<file path="src/hw/ddr3_phy_pkg.sv">
package ddr3_phy_pkg;

    // pin group widths shared by the command struct
    localparam int ROW_WIDTH  = 14;
    localparam int BANK_WIDTH = 3;
    localparam int CS_WIDTH   = 1;
    localparam int CKE_WIDTH  = 1;

    // clock and initialization timing
    localparam int CLK_PERIOD_NS   = 5;
    localparam int RESET_HOLD_NS   = 200000;  // 200 us memory reset low
    localparam int CKE_GAP_NS      = 500000;  // 500 us reset high to cke
    localparam int RESET_HOLD_CYC  =
        (RESET_HOLD_NS + CLK_PERIOD_NS - 1) / CLK_PERIOD_NS;
    localparam int CKE_GAP_CYC     =
        (CKE_GAP_NS + CLK_PERIOD_NS - 1) / CLK_PERIOD_NS;
    localparam int LEVEL_CYC       = 64;      // write leveling time slot
    localparam int READ_LAT_CYC    = 12;      // command to read data valid
    localparam int TIMER_WIDTH     = 20;

    // serializer patterns per system clock: four memory clock phases
    localparam logic [3:0] CLK_PATTERN     = 4'h5;
    localparam logic [3:0] CLK_PATTERN_NEG = 4'ha;

    // reset values of the command pins: deselect, all strobes idle
    localparam logic CMD_IDLE_N = 1'h1;

    // initialization sequencer states
    typedef enum logic [2:0] {
        S_IDLE    = 3'h0,
        S_RESET   = 3'h1,
        S_CKE_GAP = 3'h2,
        S_LEVEL   = 3'h3,
        S_DONE    = 3'h4
    } init_state_t;

    // one control command as seen on both sides
    typedef struct packed {
        logic [ROW_WIDTH-1:0]  address;
        logic [BANK_WIDTH-1:0] bank;
        logic [CS_WIDTH-1:0]   select_n;
        logic                  row_strobe_n;
        logic                  column_strobe_n;
        logic                  write_enable_n;
        logic [CKE_WIDTH-1:0]  clock_enable;
        logic [CS_WIDTH-1:0]   termination;
    } cmd_t;

endpackage : ddr3_phy_pkg

</file>
<file path="src/hw/ddr3_phy_port.sv">
// Summary of operation
// init complete pulses one cycle after initialization and leveling finish
// controller drops init request on the edge it sees complete high
// controller raises init request after reset or before first command
// init request only starts initialization; no byte disable, no ratio
// memory reset output low during system or memory-only reset
// memory clocks up to 400 MHz, each with a negative companion
// row strobe carried from controller to memory for every command; code forces it high while init_ok is low
// write enable carried from controller to memory for every command; code forces it high while init_ok is low
// active-high data mask output, one bit per eight data bits
// row and column address share one row-width address bus
// read data marked by active-high valid alongside the data
// request still high after the complete pulse restarts initialization
// memory-only reset resets the memory, not the block logic
// system reset clears the whole block and the memory
// all command and address signals see the same delay
`timescale 1ns/1ps
module ddr3_phy_port #(
    parameter int DATA_WIDTH     = 16,
    parameter int CLKO_WIDTH     = 1,
    parameter int RESET_HOLD_CYC = ddr3_phy_pkg::RESET_HOLD_CYC,
    parameter int CKE_GAP_CYC    = ddr3_phy_pkg::CKE_GAP_CYC,
    parameter int LEVEL_CYC      = ddr3_phy_pkg::LEVEL_CYC,
    parameter int READ_LAT_CYC   = ddr3_phy_pkg::READ_LAT_CYC
) (
    // clock and resets
    input  wire logic                        i_clk,
    input  wire logic                        i_rstn,
    input  wire logic                        i_mem_rst_n,
    // controller command group
    input  wire ddr3_phy_pkg::cmd_t          i_cmd,
    // controller write group
    input  wire logic [DATA_WIDTH-1:0]       i_wrdata,
    input  wire logic                        i_wrdata_en,
    input  wire logic [DATA_WIDTH/8-1:0]     i_wrdata_mask,
    // controller read group
    output logic      [DATA_WIDTH-1:0]       o_rddata,
    output logic                             o_rddata_valid,
    // initialization handshake and status
    input  wire logic                        i_init_start,
    output logic                             o_init_complete,
    output logic                             o_init_active,
    output logic                             o_level_active,
    output logic                             o_level_error,
    // memory control pins
    output logic                             o_mem_reset_out_n,
    output logic      [4*CLKO_WIDTH-1:0]     o_mem_clock_out,
    output logic      [4*CLKO_WIDTH-1:0]     o_mem_clock_out_neg,
    output ddr3_phy_pkg::cmd_t               o_mem_cmd,
    // memory data pins
    input  wire logic [DATA_WIDTH-1:0]       i_mem_data_bidir,
    output logic      [DATA_WIDTH-1:0]       o_mem_data_bidir,
    output logic                             o_mem_data_bidir_oe,
    output logic      [DATA_WIDTH/8-1:0]     o_mem_byte_mask_out,
    input  wire logic [DATA_WIDTH/8-1:0]     i_mem_strobe_bidir,
    output logic      [DATA_WIDTH/8-1:0]     o_mem_strobe_bidir,
    output logic      [DATA_WIDTH/8-1:0]     o_mem_strobe_bidir_neg,
    output logic                             o_mem_strobe_bidir_oe
);

    localparam int LANES = DATA_WIDTH / 8;

    // sequencer state and timers
    ddr3_phy_pkg::init_state_t state;
    ddr3_phy_pkg::init_state_t next_state;
    logic [ddr3_phy_pkg::TIMER_WIDTH-1:0] timer;
    logic                                 init_ok;

    // synchronised pins
    logic                  mrst_meta;
    logic                  mrst_sync;
    logic [DATA_WIDTH-1:0] rd_meta;
    logic [DATA_WIDTH-1:0] rd_sync;

    // read return pipe, one bit per cycle of latency but the last, which is the valid register
    logic [READ_LAT_CYC-2:0] rd_pipe;

    // decode of the incoming command and of timer expiry
    wire logic read_cmd;
    wire logic timer_done;
    wire logic [ddr3_phy_pkg::TIMER_WIDTH-1:0] state_len;
    wire logic mem_reset_hold;
    wire logic [ddr3_phy_pkg::CKE_WIDTH-1:0] next_cke;
    wire ddr3_phy_pkg::cmd_t next_cmd;
    wire logic [LANES-1:0] next_strobe;

    assign read_cmd   = !i_cmd.select_n[0] && i_cmd.row_strobe_n
                        && !i_cmd.column_strobe_n && i_cmd.write_enable_n;
    assign state_len  =
        (state == ddr3_phy_pkg::S_RESET)
            ? ddr3_phy_pkg::TIMER_WIDTH'(RESET_HOLD_CYC - 1)
        : (state == ddr3_phy_pkg::S_CKE_GAP)
            ? ddr3_phy_pkg::TIMER_WIDTH'(CKE_GAP_CYC - 1)
            : ddr3_phy_pkg::TIMER_WIDTH'(LEVEL_CYC - 1);
    assign timer_done = (timer == state_len);

    // memory reset: system reset, memory-only reset or init reset phase
    assign mem_reset_hold = !mrst_sync
                            || (state == ddr3_phy_pkg::S_RESET);

    // cke stays low until the reset-to-cke gap has run out
    assign next_cke = (state == ddr3_phy_pkg::S_LEVEL)
                      ? {ddr3_phy_pkg::CKE_WIDTH{1'h1}}
                      : (init_ok ? i_cmd.clock_enable
                                 : {ddr3_phy_pkg::CKE_WIDTH{1'h0}});

    // commands pass only once memory is up; each field one register stage
    assign next_cmd = '{
        address:         i_cmd.address,
        bank:            i_cmd.bank,
        select_n:        init_ok ? i_cmd.select_n
                                 : {ddr3_phy_pkg::CS_WIDTH{1'h1}},
        row_strobe_n:    init_ok ? i_cmd.row_strobe_n
                                 : ddr3_phy_pkg::CMD_IDLE_N,
        column_strobe_n: init_ok ? i_cmd.column_strobe_n
                                 : ddr3_phy_pkg::CMD_IDLE_N,
        write_enable_n:  init_ok ? i_cmd.write_enable_n
                                 : ddr3_phy_pkg::CMD_IDLE_N,
        clock_enable:    next_cke,
        termination:     init_ok ? i_cmd.termination
                                 : {ddr3_phy_pkg::CS_WIDTH{1'h0}}
    };

    // strobe toggles every cycle of a write burst, parks low otherwise
    assign next_strobe = i_wrdata_en ? ~o_mem_strobe_bidir
                                     : {LANES{1'h0}};

    // sequencer: the request only ever starts initialization
    always_comb begin
        next_state = state;
        unique case (state)
            ddr3_phy_pkg::S_IDLE: begin
                if (i_init_start) begin
                    next_state = ddr3_phy_pkg::S_RESET;
                end
            end
            ddr3_phy_pkg::S_RESET: begin
                if (timer_done) begin
                    next_state = ddr3_phy_pkg::S_CKE_GAP;
                end
            end
            ddr3_phy_pkg::S_CKE_GAP: begin
                if (timer_done) begin
                    next_state = ddr3_phy_pkg::S_LEVEL;
                end
            end
            ddr3_phy_pkg::S_LEVEL: begin
                if (timer_done) begin
                    next_state = ddr3_phy_pkg::S_DONE;
                end
            end
            ddr3_phy_pkg::S_DONE: begin
                next_state = ddr3_phy_pkg::S_IDLE;
            end
            default: begin
                next_state = ddr3_phy_pkg::S_IDLE;
            end
        endcase
    end

    // state register and phase timer; system reset clears all logic
    always_ff @(posedge i_clk) begin
        if (!i_rstn) begin
            state <= ddr3_phy_pkg::S_IDLE;
            timer <= '0;
        end else begin
            state <= next_state;
            timer <= (next_state != state) ? '0 : timer + 1'b1;
        end
    end

    // completion pulse and status flags
    always_ff @(posedge i_clk) begin
        if (!i_rstn) begin
            o_init_complete <= 1'h0;
            o_init_active   <= 1'h0;
            o_level_active  <= 1'h0;
            o_level_error   <= 1'h0;
            init_ok         <= 1'h0;
        end else begin
            o_init_complete <= (next_state == ddr3_phy_pkg::S_DONE);
            o_init_active   <= (next_state != ddr3_phy_pkg::S_IDLE)
                               && (next_state != ddr3_phy_pkg::S_DONE);
            o_level_active  <= (next_state == ddr3_phy_pkg::S_LEVEL);
            o_level_error   <= 1'h0;
            if (next_state == ddr3_phy_pkg::S_RESET) begin
                init_ok <= 1'h0;
            end else if (state == ddr3_phy_pkg::S_DONE) begin
                init_ok <= 1'h1;
            end
        end
    end

    // two-stage synchroniser on the memory-only reset pin
    always_ff @(posedge i_clk) begin
        if (!i_rstn) begin
            mrst_meta <= 1'h0;
            mrst_sync <= 1'h0;
        end else begin
            mrst_meta <= i_mem_rst_n;
            mrst_sync <= mrst_meta;
        end
    end

    // memory reset pin, low in system reset and while mem_reset_hold is set
    always_ff @(posedge i_clk) begin
        if (!i_rstn) begin
            o_mem_reset_out_n <= 1'h0;
        end else begin
            o_mem_reset_out_n <= !mem_reset_hold;
        end
    end

    // memory clock serializer words and their complements
    always_ff @(posedge i_clk) begin
        if (!i_rstn) begin
            o_mem_clock_out     <= '0;
            o_mem_clock_out_neg <= '0;
        end else begin
            o_mem_clock_out     <= {CLKO_WIDTH{ddr3_phy_pkg::CLK_PATTERN}};
            o_mem_clock_out_neg <=
                {CLKO_WIDTH{ddr3_phy_pkg::CLK_PATTERN_NEG}};
        end
    end

    // command and address pins, one common register stage
    always_ff @(posedge i_clk) begin
        if (!i_rstn) begin
            o_mem_cmd <= '{
                address:         '0,
                bank:            '0,
                select_n:        '1,
                row_strobe_n:    ddr3_phy_pkg::CMD_IDLE_N,
                column_strobe_n: ddr3_phy_pkg::CMD_IDLE_N,
                write_enable_n:  ddr3_phy_pkg::CMD_IDLE_N,
                clock_enable:    '0,
                termination:     '0
            };
        end else begin
            o_mem_cmd <= next_cmd;
        end
    end

    // write data, mask and strobes driven while write enable is high
    always_ff @(posedge i_clk) begin
        if (!i_rstn) begin
            o_mem_data_bidir       <= '0;
            o_mem_data_bidir_oe    <= 1'h0;
            o_mem_byte_mask_out    <= '0;
            o_mem_strobe_bidir     <= '0;
            o_mem_strobe_bidir_neg <= '1;
            o_mem_strobe_bidir_oe  <= 1'h0;
        end else begin
            o_mem_data_bidir       <= i_wrdata;
            o_mem_data_bidir_oe    <= i_wrdata_en;
            o_mem_byte_mask_out    <= i_wrdata_mask;
            o_mem_strobe_bidir     <= next_strobe;
            o_mem_strobe_bidir_neg <= ~next_strobe;
            o_mem_strobe_bidir_oe  <= i_wrdata_en;
        end
    end

    // read path: pin sync, latency pipe, data with valid
    always_ff @(posedge i_clk) begin
        if (!i_rstn) begin
            rd_meta        <= '0;
            rd_sync        <= '0;
            rd_pipe        <= '0;
            o_rddata       <= '0;
            o_rddata_valid <= 1'h0;
        end else begin
            rd_meta        <= i_mem_data_bidir;
            rd_sync        <= rd_meta;
            rd_pipe        <= {rd_pipe[READ_LAT_CYC-3:0],
                               read_cmd && init_ok};
            o_rddata       <= rd_sync;
            o_rddata_valid <= rd_pipe[READ_LAT_CYC-2];
        end
    end

endmodule : ddr3_phy_port

</file>
<file path="config.mk">
export PLATFORM = sky130hd
export DESIGN_NAME = ddr3_phy_port
export DESIGN_NICKNAME = d
export VERILOG_FILES = /design/src/hw/ddr3_phy_pkg.sv /design/src/hw/ddr3_phy_port.sv
export SDC_FILE = /design/constraint.sdc
export NUM_CORES = 1
export LEC_CHECK = 0
export BUFFER_PORTS_ARGS = -buffer_cell sky130_fd_sc_hd__buf_2
export CORE_ASPECT_RATIO = 0.5
export CORE_MARGIN = 4
export CORE_UTILIZATION = 50
export DETAILED_ROUTE_END_ITERATION = 10
export MAX_ROUTING_LAYER = met4
export PLACE_DENSITY = 0.85
export SYNTH_ARGS = -nofsm -noshare
export SYNTH_HDL_FRONTEND = slang
export SYNTH_SLANG_ARGS = --single-unit
</file>
<file path="constraint.sdc">
create_clock -name i_clk -period 3.1 [get_ports i_clk]
set_clock_uncertainty 0.1 [all_clocks]
set_input_delay 0.31 -clock i_clk [delete_from_list [all_inputs] [get_ports i_clk]]
set_output_delay 0.31 -clock i_clk [all_outputs]
set_load 0.005 [all_outputs]
</file>
## Word-level counts from Yosys, hierarchy flattened

Cells that the tools add are included.

| cells by class | value |
|---|---|
| $add $sub $neg | 1 |
| multipliers | 0 |
| div/mod/pow operators | 0 |
| order comparisons | 0 |
| eq/ne operators | 10 |
| shift operators | 0 |
| multiplexer cells | 12 |
| bitwise logic cells | 3 |
| reductions and logical operators | 15 |

Operators with widths:

| operator | number |
|---|---|
| $mux 17 | 2 |
| $add 20x1->20 const B | 1 |
| $eq 20x17->1 | 1 |
| $mux 3 | 5 |
| $pmux 3 s4 | 1 |
| $eq 3x2->1 const B | 3 |
| $eq 3x1->1 const B | 2 |
| $eq 3x3->1 const B | 2 |
| $logic_and 1x1->1 | 5 |
| $logic_not 1->1 | 4 |
| $mux 4 | 1 |
| $not 2->2 | 2 |
| $reduce_or 2->1 | 2 |
| $logic_not 3->1 | 1 |
| $ne 3x3->1 | 1 |
| $ne 3x3->1 const B | 1 |
| $reduce_bool 3->1 | 1 |
| $mux 1 | 2 |
| $mux 2 | 1 |
| $reduce_and 2->1 | 1 |
| $logic_or 1x1->1 | 1 |
| $not 1->1 | 1 |

| storage, ports and cells | value |
|---|---|
| bits in registers | 144 |
| latch bits | 0 |
| bits in writable memories | 0 |
| memory bits (read-only) | 0 |
| input bits | 64 |
| output and inout bits | 77 |
| logic and storage cells | 70 |
| memories | 0 |

## Longest topological paths before layout

Gate-level depths: netlist (run 1).

| logic depth | value |
|---|---|
| depth after elaboration | 8 |
| mapped depth | 7 |
| gate-level depth less buffers | 6 |

## Worst setup path after synthesis (run 1)

OpenSTA, ideal clock, no wires.

| timing | value |
|---|---|
| path type | flip-flop to flip-flop |
| start point | register state[0] |
| end point | register timer[11] (netlist bit) |
| setup time | 0.115 ns |
| data arrival time | 1.738 ns |
| data required time | 2.885 ns |
| setup slack | 1.147 ns |
| cell stages (with the launch flop) | 7 |
| buffers on the path | 1 |
| clock period less this slack | 1.953 ns |
| cells stage by stage | dfxtp_1 or3b_1 mux2i_1 a2111oi_4 a21o_1 buf_6 nor2_1 |

| on the way | value |
|---|---|
| longest elaborated chain between the ends | 8 |
| elaborated cells on any way between the ends | 14 |
| classes of those cells | 5 x eq/ne; 7 x mux; 2 x reduce/logical |

RTL lines:

| element | line | source |
|---|---|---|
| from (decl) | ddr3_phy_port.sv:64 | `ddr3_phy_pkg::init_state_t state;` |
| from (signal assigned) | ddr3_phy_port.sv:164 | `state <= ddr3_phy_pkg::S_IDLE;` |
| from (signal assigned) | ddr3_phy_port.sv:167 | `state <= next_state;` |
| $eq 3x2->1 | ddr3_phy_port.sv:92, ddr3_phy_port.sv:131 |  |
| $mux 17 | ddr3_phy_port.sv:93 | `? ddr3_phy_pkg::TIMER_WIDTH'(CKE_GAP_CYC - 1)` |
| $mux 17 | ddr3_phy_port.sv:91 | `? ddr3_phy_pkg::TIMER_WIDTH'(RESET_HOLD_CYC - 1)` |
| $eq 20x17->1 | ddr3_phy_port.sv:95 | `assign timer_done = (timer == state_len);` |
| $mux 3, on equally long branches | ddr3_phy_port.sv:148, ddr3_phy_port.sv:138, ddr3_phy_port.sv:143 |  |
| $pmux 3 s4 | ddr3_phy_port.sv:131 | `unique case (state)` |
| $ne 3x3->1 * | ddr3_phy_port.sv:168 | `timer <= (next_state != state) ? '0 : timer + 1'b1;` |
| $reduce_or 2->1 (no source line) * | - |  |
| to (signal assigned) | ddr3_phy_port.sv:168 |  |
| to (decl) | ddr3_phy_port.sv:66 | `logic [ddr3_phy_pkg::TIMER_WIDTH-1:0] timer;` |

Every way passes the cells marked *; elsewhere a longest branch is shown, timed or not.
A chain may end at the register's enable or synchronous reset.

## Worst setup path in the final report (run 1)

| timing | value |
|---|---|
| start point | register state[0] |
| end point | register timer[18] (netlist bit) |

Same word-level chain as after synthesis.

==> summary.txt, run 1 <==
Status -> finished, final reports clean
Die ar. -> 10,200 um2
Clk slew on worst S/H paths -> 0.06 ns
Fin Setup TNS -> 0 ns
Post-synth EDFFs -> 0
Syn-to-layout area delta -> 38.2%
Vias post-DR -> 3,096
CTS buffer count -> 17
Port bufs -> 133
First-pass GRT wire length -> 14,500 um
CP Class -> reg2reg
Post-DRT Antenna Nets -> 0
CP top delay family -> compound AO/OA/AOI/OAI gates
Final period util -> 80.6%
Sequential share of the synthesized area -> 63.9%
Max clock buf depth -> 2
GR Util met3 -> 5.85%
Dpl hpwl -> 5280 um
FF-to-FF Start -> state[0]
Worst path slowest cell -> dfxtp_1
Vias in the first global route -> 3,159
P_int -> 3.23 mW
Slew @ Worst Pin -> 0.954 ns
Total gr overflow -> 0
Worst Path Max Fanout -> 20
Max-slew headroom -> 35.8%
Core area -> 8170 um2
TritonCTS clock tree -> done
Worst Path Buf+Inv -> 1
Met2 Use GR -> 34.6%
Reg2reg path depth -> 6
DRC Markers -> 0
Cts repair resizes -> 0
Worst hold path depth -> 2
Setup crit end kind -> register
Gr usage total -> 18.9%
DR WL/cell -> 13.3 um
CP startpoint kind -> register
Largest net degree at the start of global routing -> 80
# nets final -> 622
GR peak layer -> met2
PD cells -> 691 nW/um2
Hold Fails Final Rpt -> 0
Final Max Slew Viols -> 0
Lkg Pwr -> 2.69 nW
Synth cell types -> 38
Layout cells sized above 1 -> 30.7%
WP data arrival -> 2.69 ns
Share of flip-flops with an asynchronous set or reset -> 0%
Synth Cell Area -> 4290 um2
Drt initial violations -> 156
Sw Share -> 21.2%
Hold WS -> 0.0154 ns
Sequential power share -> 45.0%
Post-Place Cells -> 617
Post-Layout Cell Count -> 682
Initial Util -> 52.5%
Met1 track demand over resource -> 18.3%
Worst hold start -> i_cmd[21]
Worst min path class -> in2reg
CP Cell Sequence -> or3b_1 -> mux2i_1 -> a2111oi_4 -> a21o_1 -> buf_4 -> nor2_1
Hold EP -> o_mem_cmd[21]
Via-per-instance ratio -> 4.54
Max Fclk -> 400 MHz
Synth Area per Inst -> 11.0 um2
FF-to-FF setup slack -> 0.60 ns
Number of synthesized register bits -> 137
Drt pass-1 iters -> 4
Top FF cell, synth -> dfxtp_1
Warnings, synthesis -> 0
Initial antenna violation count -> 0
# rows -> 23
Power Total -> 4.10 mW
CTS sink count -> 137
Placer Congestion -> 0.789
Total routed wirelength -> 9070 um
Max stage delay on crit path -> 0.60 ns
Clock power frac -> 50.1%
Clk root buf -> clkbuf_16
Final Critical Period -> 2.50 ns
Gate Count Post-Synth -> 390
Skew-Pair Late Insertion Delay -> 0.41 ns
Unrepaired setup endpoints after global routing -> no
P_sw -> 0.867 mW
# IOs -> 141
Die Height -> 73.5 um
Gate power share -> 4.9%
Max Cap Viol -> 0
CTS HTree Levels -> 4
Setup Viol. Count Final -> 0
Die span in x -> 139 um
Largest vdd supply drop -> 0.429 mV
Antenna Cells -> 0
R2r endpoint -> timer[18]
WP data required -> 3.29 ns
## registers in the layout (all words and copies together) (netlist names)
| signal | count |
|---|---|
| mrst_meta | 1 |
| o_mem_byte_mask_out | 2 |
| o_mem_clock_out_neg | 1 |
| state | 3 |
| o_init_complete | 1 |
| o_mem_cmd | 23 |
| init_ok | 1 |
| o_mem_reset_out_n | 1 |
| o_level_active | 1 |
| o_mem_strobe_bidir_oe | 1 |
| rd_sync | 16 |
| o_mem_data_bidir | 16 |
| mrst_sync | 1 |
| o_mem_strobe_bidir_neg | 2 |
| timer | 20 |
| rd_meta | 16 |
| o_rddata | 16 |
| o_init_active | 1 |
| o_mem_strobe_bidir | 2 |
| o_rddata_valid | 1 |
| rd_pipe | 11 |
## synthesized netlist by cell type, drive strengths merged (3+ instances only)
master | n | area, um2
and2 | 100 | 626
and3 | 3 | 18.8
and4 | 4 | 35.0
buf | 12 | 95.1
clkbuf | 12 | 45.0
dfxtp | 137 | 2740
inv | 6 | 22.5
mux2i | 3 | 30.0
nand2 | 20 | 75.1
nand3 | 9 | 45.0
nor2 | 25 | 93.8
nor3 | 6 | 30.0
nor4 | 3 | 18.8
o21ai | 3 | 15.0
or2 | 6 | 37.5
xnor2 | 8 | 70.1
xor2 | 12 | 105
## timing repair
| item | in CTS | in global routing |
|---|---|---|
| hold buffers | 33 | 0 |
| setup buffers | 0 | 0 |
| hold endpoints to repair | 33 | 0 |
## power groups by stage
stage                     Combinational, mW  Clock, mW  Sequential [mW]
after floorplan                      0.0889          0             1.88
after global placement                0.161          0             1.88
after detailed placement              0.166          0             1.88
after CTS                             0.201       2.08             1.84
after global routing                  0.225       2.17             1.85
final                                 0.202       2.05             1.84
## layout make-up
type	count	area, um2
inverters	6	22.5
flip-flops and latches	137	2740
well taps	112	140
repair buffers	168	1010
multi-input cells	227	1400
clock buffers	19	443
fillers	540	2240
clock inverters	13	170
## kinds of logic (layout without fill, tap and decap cells)
logic type / after synthesis / count (layout) / synth area share [%]
flip-flops: 137 / 137 / 63.9
XOR/XNOR: 20 / 20 / 4.08
multiplexers: 3 / 3 / 0.700
AND/OR/NAND/NOR: 186 / 186 / 24.6
other: 1 / 5 / 0.0874
buffers and inverters: 30 / 206 / 3.79
adder cells (fa/ha/maj): 1 / 1 / 0.292
AO/OA/AOI/OAI: 12 / 12 / 2.48
## layer usage
layer	vias to the layer above	part of all wire, %
li1	1563	-
met1	1420	39
met5	-	0
met2	91	53
met3	22	5.1
met4	0	2.5
## worst max-delay path by stage
stage	start	to	slack [ns]	cells past startpoint
finish	state[0]	timer[18]	0.60	6
global route	state[0]	timer[17]	0.42	6
CTS	state[0]	timer[18]	0.70	6
detailed placement	state[0]	timer[18]	0.70	6
global placement	state[0]	timer[12]	0.71	6
floorplan	state[0]	timer[11]	1.15	6
## cell usage in the layout (no fill, tap or decap), types with 4 or more instances in the layout
master	instances
dfxtp_1	137
buf_2	133
xnor2_1	8
inv_1	6
and4_1	4
xor2_1	12
or2_2	6
nand3_1	9
nor3_1	6
nor2_1	25
nand2_1	20
conb_1	5
dlygate4sd3_1	33
clkbuf_16	17
and2_1	100
clkinvlp_4	6
## metrics by stage
step,worst slack [ns],instance area [um2],util (%)
final,0.601,5930,72.6
after global routing,0.416,5930,72.6
after CTS,0.700,5930,72.6
after detailed placement,0.702,4990,61.0
after global placement,0.713,4990,61.0
after floorplan,1.15,4310,-
(Power assumes the default switching activity.)
==> run 2: changes to the inputs <==
- ABC_AREA: not set -> 1
- CORE_UTILIZATION: 50 -> 45
- PLACE_DENSITY: 0.85 -> 0.8
- clock period: 3.1 -> 2.06 ns (I/O delays scaled with it)
==> summary.txt, run 2 <==
Syn-to-layout area delta -> 43.2%
Warnings, synthesis -> 0 (unchanged)
Port bufs -> 133 (unchanged)
WP data arrival -> 2.16 ns (-0.53 ns)
Multi-input gate area -> 1220 um2 (-13%)
Worst min path class -> in2reg
Clk slew on worst S/H paths -> 0.06 ns (about the same)
Top cell type's share of synthesized area -> 59.9% (-4.0 points)
XOR/XNOR Fraction of Synth Area -> 3.44% (-0.64 points)
Dpl hpwl -> 5900 um (+12%)
Post-synthesis compound-gate area fraction -> 0.574% (-1.9 points)
Commonest cells in the netlist -> dfxtp_1, inv_1, nand2_1
Most flop-heavy register -> o_mem_cmd
Max reg flops -> 23 (unchanged)
Status -> finished, final reports clean
Setup crit end kind -> register
Total gr overflow -> 0 (unchanged)
Most frequent cells in the layout -> inv_1, dfxtp_1, buf_2, nand2_1, dlygate4sd3_1
Max-slew headroom -> 54.1% (+18 points)
CP Class -> reg2reg
DR WL/cell -> 11.7 um (-12%)
Layout cells sized above 1 -> 28.2% (-2.5 points)
PD cells -> 922 nW/um2 (+33%)
Biggest regs -> o_mem_cmd: 23 flops, timer: 20 flops
Core area -> 9670 um2 (+18%)
Lkg Pwr -> 3.68 nW (+37%)
CTS HTree Levels -> 4 (unchanged)
Commonest non-fill, non-tap cell in the layout -> inv_1
WP data required -> 2.30 ns (-0.99 ns)
Synth Area in Adders -> 0.273% (-0.018 points)
Mux contribution to synthesized area -> 0% (-0.70 points)
Synth cell types -> 26 (-32%)
Top FF cell, synth -> dfxtp_1
Hold Fails Final Rpt -> 0 (unchanged)
DRC Markers -> 0 (unchanged)
TritonCTS clock tree -> done
Skew-Pair Late Insertion Delay -> 0.41 ns (about the same)
CTS buffer count -> 17 (unchanged)
Filler cells -> 678 (+26%)
Drt initial violations -> 159 (+1.9%)
# IOs -> 141 (unchanged)
Number of synthesized register bits -> 137 (unchanged)
Max clock buf depth -> 2 (unchanged)
Post-synth EDFFs -> 0 (unchanged)
Synth Area per Inst -> 8.51 um2 (-23%)
Placer Congestion -> 0.844 (+7.0%)
Initial Util -> 47.4% (-5.1 points)
CP startpoint kind -> register
Max Fclk -> 520 MHz (+30%)
First-pass GRT wire length -> 16,800 um (+16%)
Worst Path Max Fanout -> 20 (unchanged)
Register Area -> 2750 um2 (+0.18%)
Die ar. -> 11,900 um2 (+17%)
Largest vdd supply drop -> 0.589 mV (+37%)
Die span in x -> 151 um (+8.4%)
Die Height -> 79.3 um (+7.9%)
Power Total -> 6.04 mW (+47%)
Post-DRT Antenna Nets -> 0 (unchanged)
Synth Cell Area -> 4580 um2 (+6.7%)
Gr usage total -> 18.4% (-0.44 points)
Clk root buf -> clkbuf_16
Via-per-instance ratio -> 4.19 (-7.6%)
Hold WS -> 0.0412 ns (+0.0258 ns)
Post-Synth Simple-Gate Area -> 21.5% (-3.1 points)
Slew @ Worst Pin -> 0.689 ns (-0.265 ns)
Antenna Cells -> 0 (unchanged)
Sequential share of the synthesized area -> 59.9% (-4.0 points)
Largest family of logic cells by synthesized area -> simple AND/OR/NAND/NOR gates
# nets final -> 801 (+29%)
Total routed wirelength -> 10,400 um (+14%)
Max Cap Viol -> 0 (unchanged)
Final period util -> 93.3% (+13 points)
Vias post-DR -> 3,708 (+20%)
CTS sink count -> 137 (unchanged)
Setup Viol. Count Final -> 0 (unchanged)
Largest area contributor in the netlist -> dfxtp_1
Share of flip-flops with an asynchronous set or reset -> 0% (unchanged)
# rows -> 25 (+8.7%)
Drt pass-1 iters -> 4 (unchanged)
Largest net degree at the start of global routing -> 77 (-3.8%)
Final Max Slew Viols -> 0 (unchanged)
Final Critical Period -> 1.92 ns (-0.578 ns)
Initial antenna violation count -> 0 (unchanged)
Vias in the first global route -> 3,703 (+17%)
Area contributors post-synth -> dfxtp_1, inv_1, nand2_1
Gate Count Post-Synth -> 538 (+38%)
run 2: power by group:
group,leakage [nW],total (mW),switching [mW],internal [mW]
registers,1.13,2.77,0.0310,2.74
clock network,0.280,2.89,1.27,1.61
logic,2.28,0.386,0.182,0.204
total,3.68,6.04,1.48,4.56
run 2: critical path: stages, from the launching register on:
cell and delay, ns:
dfxtp_4 0.37, ha_4 0.14, nand2_1 0.08, nor2_4 0.15
nand3_2 0.12, nor2_4 0.16, nand3_4 0.13, nand2_2 0.08
nand2_1 0.05, inv_1 0.06, nand2_2 0.06, nand2_2 0.06
nand2_2 0.06, buf_12 0.16, nor2_2 0.09
run 2: worst paths after layout:
path	end	slack [ns]	from	cells past startpoint
max	timer[3]	0.14	timer[0]	14
min	init_ok	0.04	i_rstn	3
max reg2reg	timer[3]	0.14	timer[0]	14
min reg2reg	rd_sync[7]	0.31	rd_meta[7]	2
run 2: timing repair:
action | in CTS | in global routing
hold buffers | 60 | 0
setup endpoints to repair | 0 | 20
hold endpoints to repair | 60 | 0
setup buffers | 0 | 1
gates resized for setup | 0 | 7
run 2: per-layer routing:
metal / vias to the layer above / wire length [um] / GRT usage, %
li1: 1913 / - / -
met1: 1660 / 3970 / 18.3
met5: - / 0 / -
met4: 0 / 240 / 7.32
met2: 113 / 5450 / 34.2
met3: 22 / 704 / 5.53
run 2: logic make-up (layout without fill, tap and decap cells):
kind of cell               Yosys count  after routing
AOI/OAI and AO/OA                    4              4
xor gates and xnor gates            18             18
adders and majority gates            1              1
buffers and inverters              160            367
DFF                                137            137
other                                1              5
and+or+nand+nor                    217            217
run 2: per-stage QoR:
step	instances	util [%]	cell area, um2	TNS [ns]	setup slack, ns
5_1_grt	884	67.8	6550	-0.00839	-0.00839
6_report	884	67.8	6550	0	0.138
2_1_floorplan	542	-	4590	0	0.311
3_3_place_gp	791	55.1	5330	0	0.174
4_1_cts	883	67.4	6520	0	0.0861
3_5_place_dp	791	55.1	5330	0	0.110
run 2: cell type report:
cell class              instances  area share [%]
clock buffers                  17            6.49
clock inverters                15            2.46
inverters                     138            7.91
multi-input cells             245            18.7
flip-flops and latches        137            41.9
well taps                     135            2.58
repair buffers                197            20.0
==> run 3: changes to the inputs <==
- CORE_ASPECT_RATIO: 0.5 -> 0.8
- CTS_CLUSTER_DIAMETER: not set -> 30
- GPL_TIMING_DRIVEN: not set -> 0
==> summary.txt, run 3 (same netlist as run 2, synthesis figures left out) <==
Status -> finished, final reports clean
Max clock buf depth -> 2 (unchanged)
Worst min path class -> in2reg
Die span in x -> 121 um (-20%)
Vias post-DR -> 3,864 (+4.2%)
Largest net degree at the start of global routing -> 17 (-78%)
Crit-path most repeated cell -> nand2_2
Port bufs -> 133 (unchanged)
DR WL/cell -> 12.3 um (+5.1%)
Drt initial violations -> 195 (+23%)
WP data required -> 2.30 ns (about the same)
Die Height -> 98.2 um (+24%)
Max Fclk -> 509 MHz (-2.2%)
Max reg flops -> 23 (unchanged)
Hold Fails Final Rpt -> 0 (unchanged)
Final period util -> 95.4% (+2.1 points)
Critical path destination -> timer[3]
R2r endpoint -> timer[3]
First-pass GRT wire length -> 18,300 um (+9.0%)
Commonest non-fill, non-tap cell in the layout -> inv_1
CP Cell Sequence -> ha_4 -> nand2_1 -> nor2_4 -> nand3_2 -> nor2_4 -> nand3_4 -> nand2_2 -> nand2_1 -> inv_1 -> nand2_2 -> nand2_2 -> nand2_2 -> buf_6 -> nor2_2
# IOs -> 141 (unchanged)
Layout cells sized above 1 -> 28.3% (+0.14 points)
Worst Path Max Fanout -> 10 (-50%)
Register Area -> 2750 um2 (about the same)
CP Class -> reg2reg
Initial antenna violation count -> 0 (unchanged)
DRC Markers -> 0 (unchanged)
Filler cells -> 758 (+12%)
Final Cell Area -> 6670 um2 (+1.8%)
Die ar. -> 11,900 um2 (-0.73%)
CTS buffer count -> 17 (unchanged)
Worst hold start -> i_init_start
Post-DP Area -> 5430 um2 (+1.8%)
WP data arrival -> 2.21 ns (+0.05 ns)
CP top delay family -> simple AND/OR/NAND/NOR gates
Skew-Pair Late Insertion Delay -> 0.42 ns (about the same)
Reg2reg path depth -> 14 (unchanged)
Clk root buf -> clkbuf_16
Most flop-heavy register -> o_mem_cmd
Post-DRT Antenna Nets -> 0 (unchanged)
Multi-input gate area -> 1220 um2 (unchanged)
TritonCTS clock tree -> done
Setup crit end kind -> register
Lkg Pwr -> 3.75 nW (+1.7%)
Fin util -> 68.3% (+0.50 points)
CP startpoint kind -> register
Core area -> 9770 um2 (+1.1%)
Total gr overflow -> 0 (unchanged)
FF-to-FF setup slack -> 0.09 ns (-0.04 ns)
Drt pass-1 iters -> 4 (unchanged)
Max-slew headroom -> 63.9% (+9.8 points)
CTS HTree Levels -> 4 (unchanged)
Via-per-instance ratio -> 4.26 (+1.7%)
Placer Congestion -> 0.857 (+1.6%)
Fin Setup TNS -> 0 ns (unchanged)
Hold WS -> 0.0197 ns (-0.0215 ns)
Worst hold path depth -> 4 (+1)
# nets final -> 822 (+2.6%)
Largest vdd supply drop -> 0.573 mV (-2.7%)
Initial Util -> 46.8% (-0.50 points)
Vias in the first global route -> 4,028 (+8.8%)
Critical path origin -> timer[1]
Final Max Slew Viols -> 0 (unchanged)
Total routed wirelength -> 11,200 um (+7.7%)
Slew @ Worst Pin -> 0.542 ns (-0.147 ns)
Gr usage total -> 20.2% (+1.8 points)
Clk slew on worst S/H paths -> 0.06 ns (about the same)
Worst Path Buf+Inv -> 2 (unchanged)
Setup Viol. Count Final -> 0 (unchanged)
# rows -> 32 (+28%)
Max stage delay on crit path -> 0.36 ns (about the same)
Antenna Cells -> 0 (unchanged)
Dpl hpwl -> 6790 um (+15%)
Syn-to-layout area delta -> 45.8%
Worst path slowest cell -> dfxtp_1
CTS sink count -> 137 (unchanged)
Most frequent cells in the layout -> inv_1, dfxtp_1, buf_2, nand2_1, dlygate4sd3_1
PD cells -> 927 nW/um2 (+0.49%)
Biggest regs -> o_mem_cmd: 23 flops, timer: 20 flops
Max Cap Viol -> 0 (unchanged)
Crit. path cell count -> 14 (unchanged)
FF-to-FF Start -> timer[1]
Final Critical Period -> 1.97 ns (+0.0439 ns)
Power Total -> 6.18 mW (+2.3%)
==> run 3: worst min-delay path by stage <==
stage | end | slack [ns]
6_report | init_ok | 0.02
5_1_grt | init_ok | 0.06
4_1_cts | init_ok | 0.01
3_5_place_dp | rd_meta[11] | 0.29
3_3_place_gp | o_mem_clock_out_neg[1] | 0.28
2_1_floorplan | o_mem_clock_out_neg[1] | 0.13
==> run 3: power breakdown <==
group	total [mW]	internal (mW)	leakage [nW]	switching, mW
registers	2.77	2.74	1.13	0.0320
logic	0.414	0.217	2.34	0.197
clock network	3.00	1.81	0.281	1.19
total	6.18	4.77	3.75	1.41
==> run 3: what timing repair did <==
| action | 4_1_cts | 5_1_grt |
|---|---|---|
| hold buffers | 61 | 0 |
| setup endpoints to repair | 0 | 20 |
| gates resized for setup | 0 | 6 |
| hold endpoints to repair | 63 | 0 |
| setup buffers | 0 | 2 |
==> run 3: cell type report <==
cell class | count | area share, %
sequential | 137 | 41.2
clock buffer | 18 | 6.43
buffer | 22 | 1.97
tap | 136 | 2.55
inverter | 138 | 7.76
multi-input combinational | 245 | 18.3
clock inverter | 14 | 2.44
timing repair buffer | 196 | 19.4
==> run 3: per-layer routing <==
metal	track usage (%)	wire (um)	vias to the layer above
met5	-	0	-
met4	10.8	339	0
met3	4.63	611	33
met2	35.4	5760	141
met1	21.1	4450	1735
li1	-	-	1955
==> run 3: metrics by stage <==
stage,setup slack [ns],std cells
3_3_place_gp,0.159,811
6_report,0.0946,906
4_1_cts,0.0731,904
2_1_floorplan,0.311,542
3_5_place_dp,0.0939,811
5_1_grt,-0.0159,906
==> run 3: worst reg2reg max path, stage by stage, from the launching register on <==
cell	delay, ns
dfxtp_1	0.36
ha_4	0.16
nand2_1	0.08
nor2_4	0.15
nand3_2	0.12
nor2_4	0.17
nand3_4	0.12
nand2_2	0.08
nand2_1	0.05
inv_1	0.06
nand2_2	0.06
nand2_2	0.06
nand2_2	0.06
buf_6	0.16
nor2_2	0.11
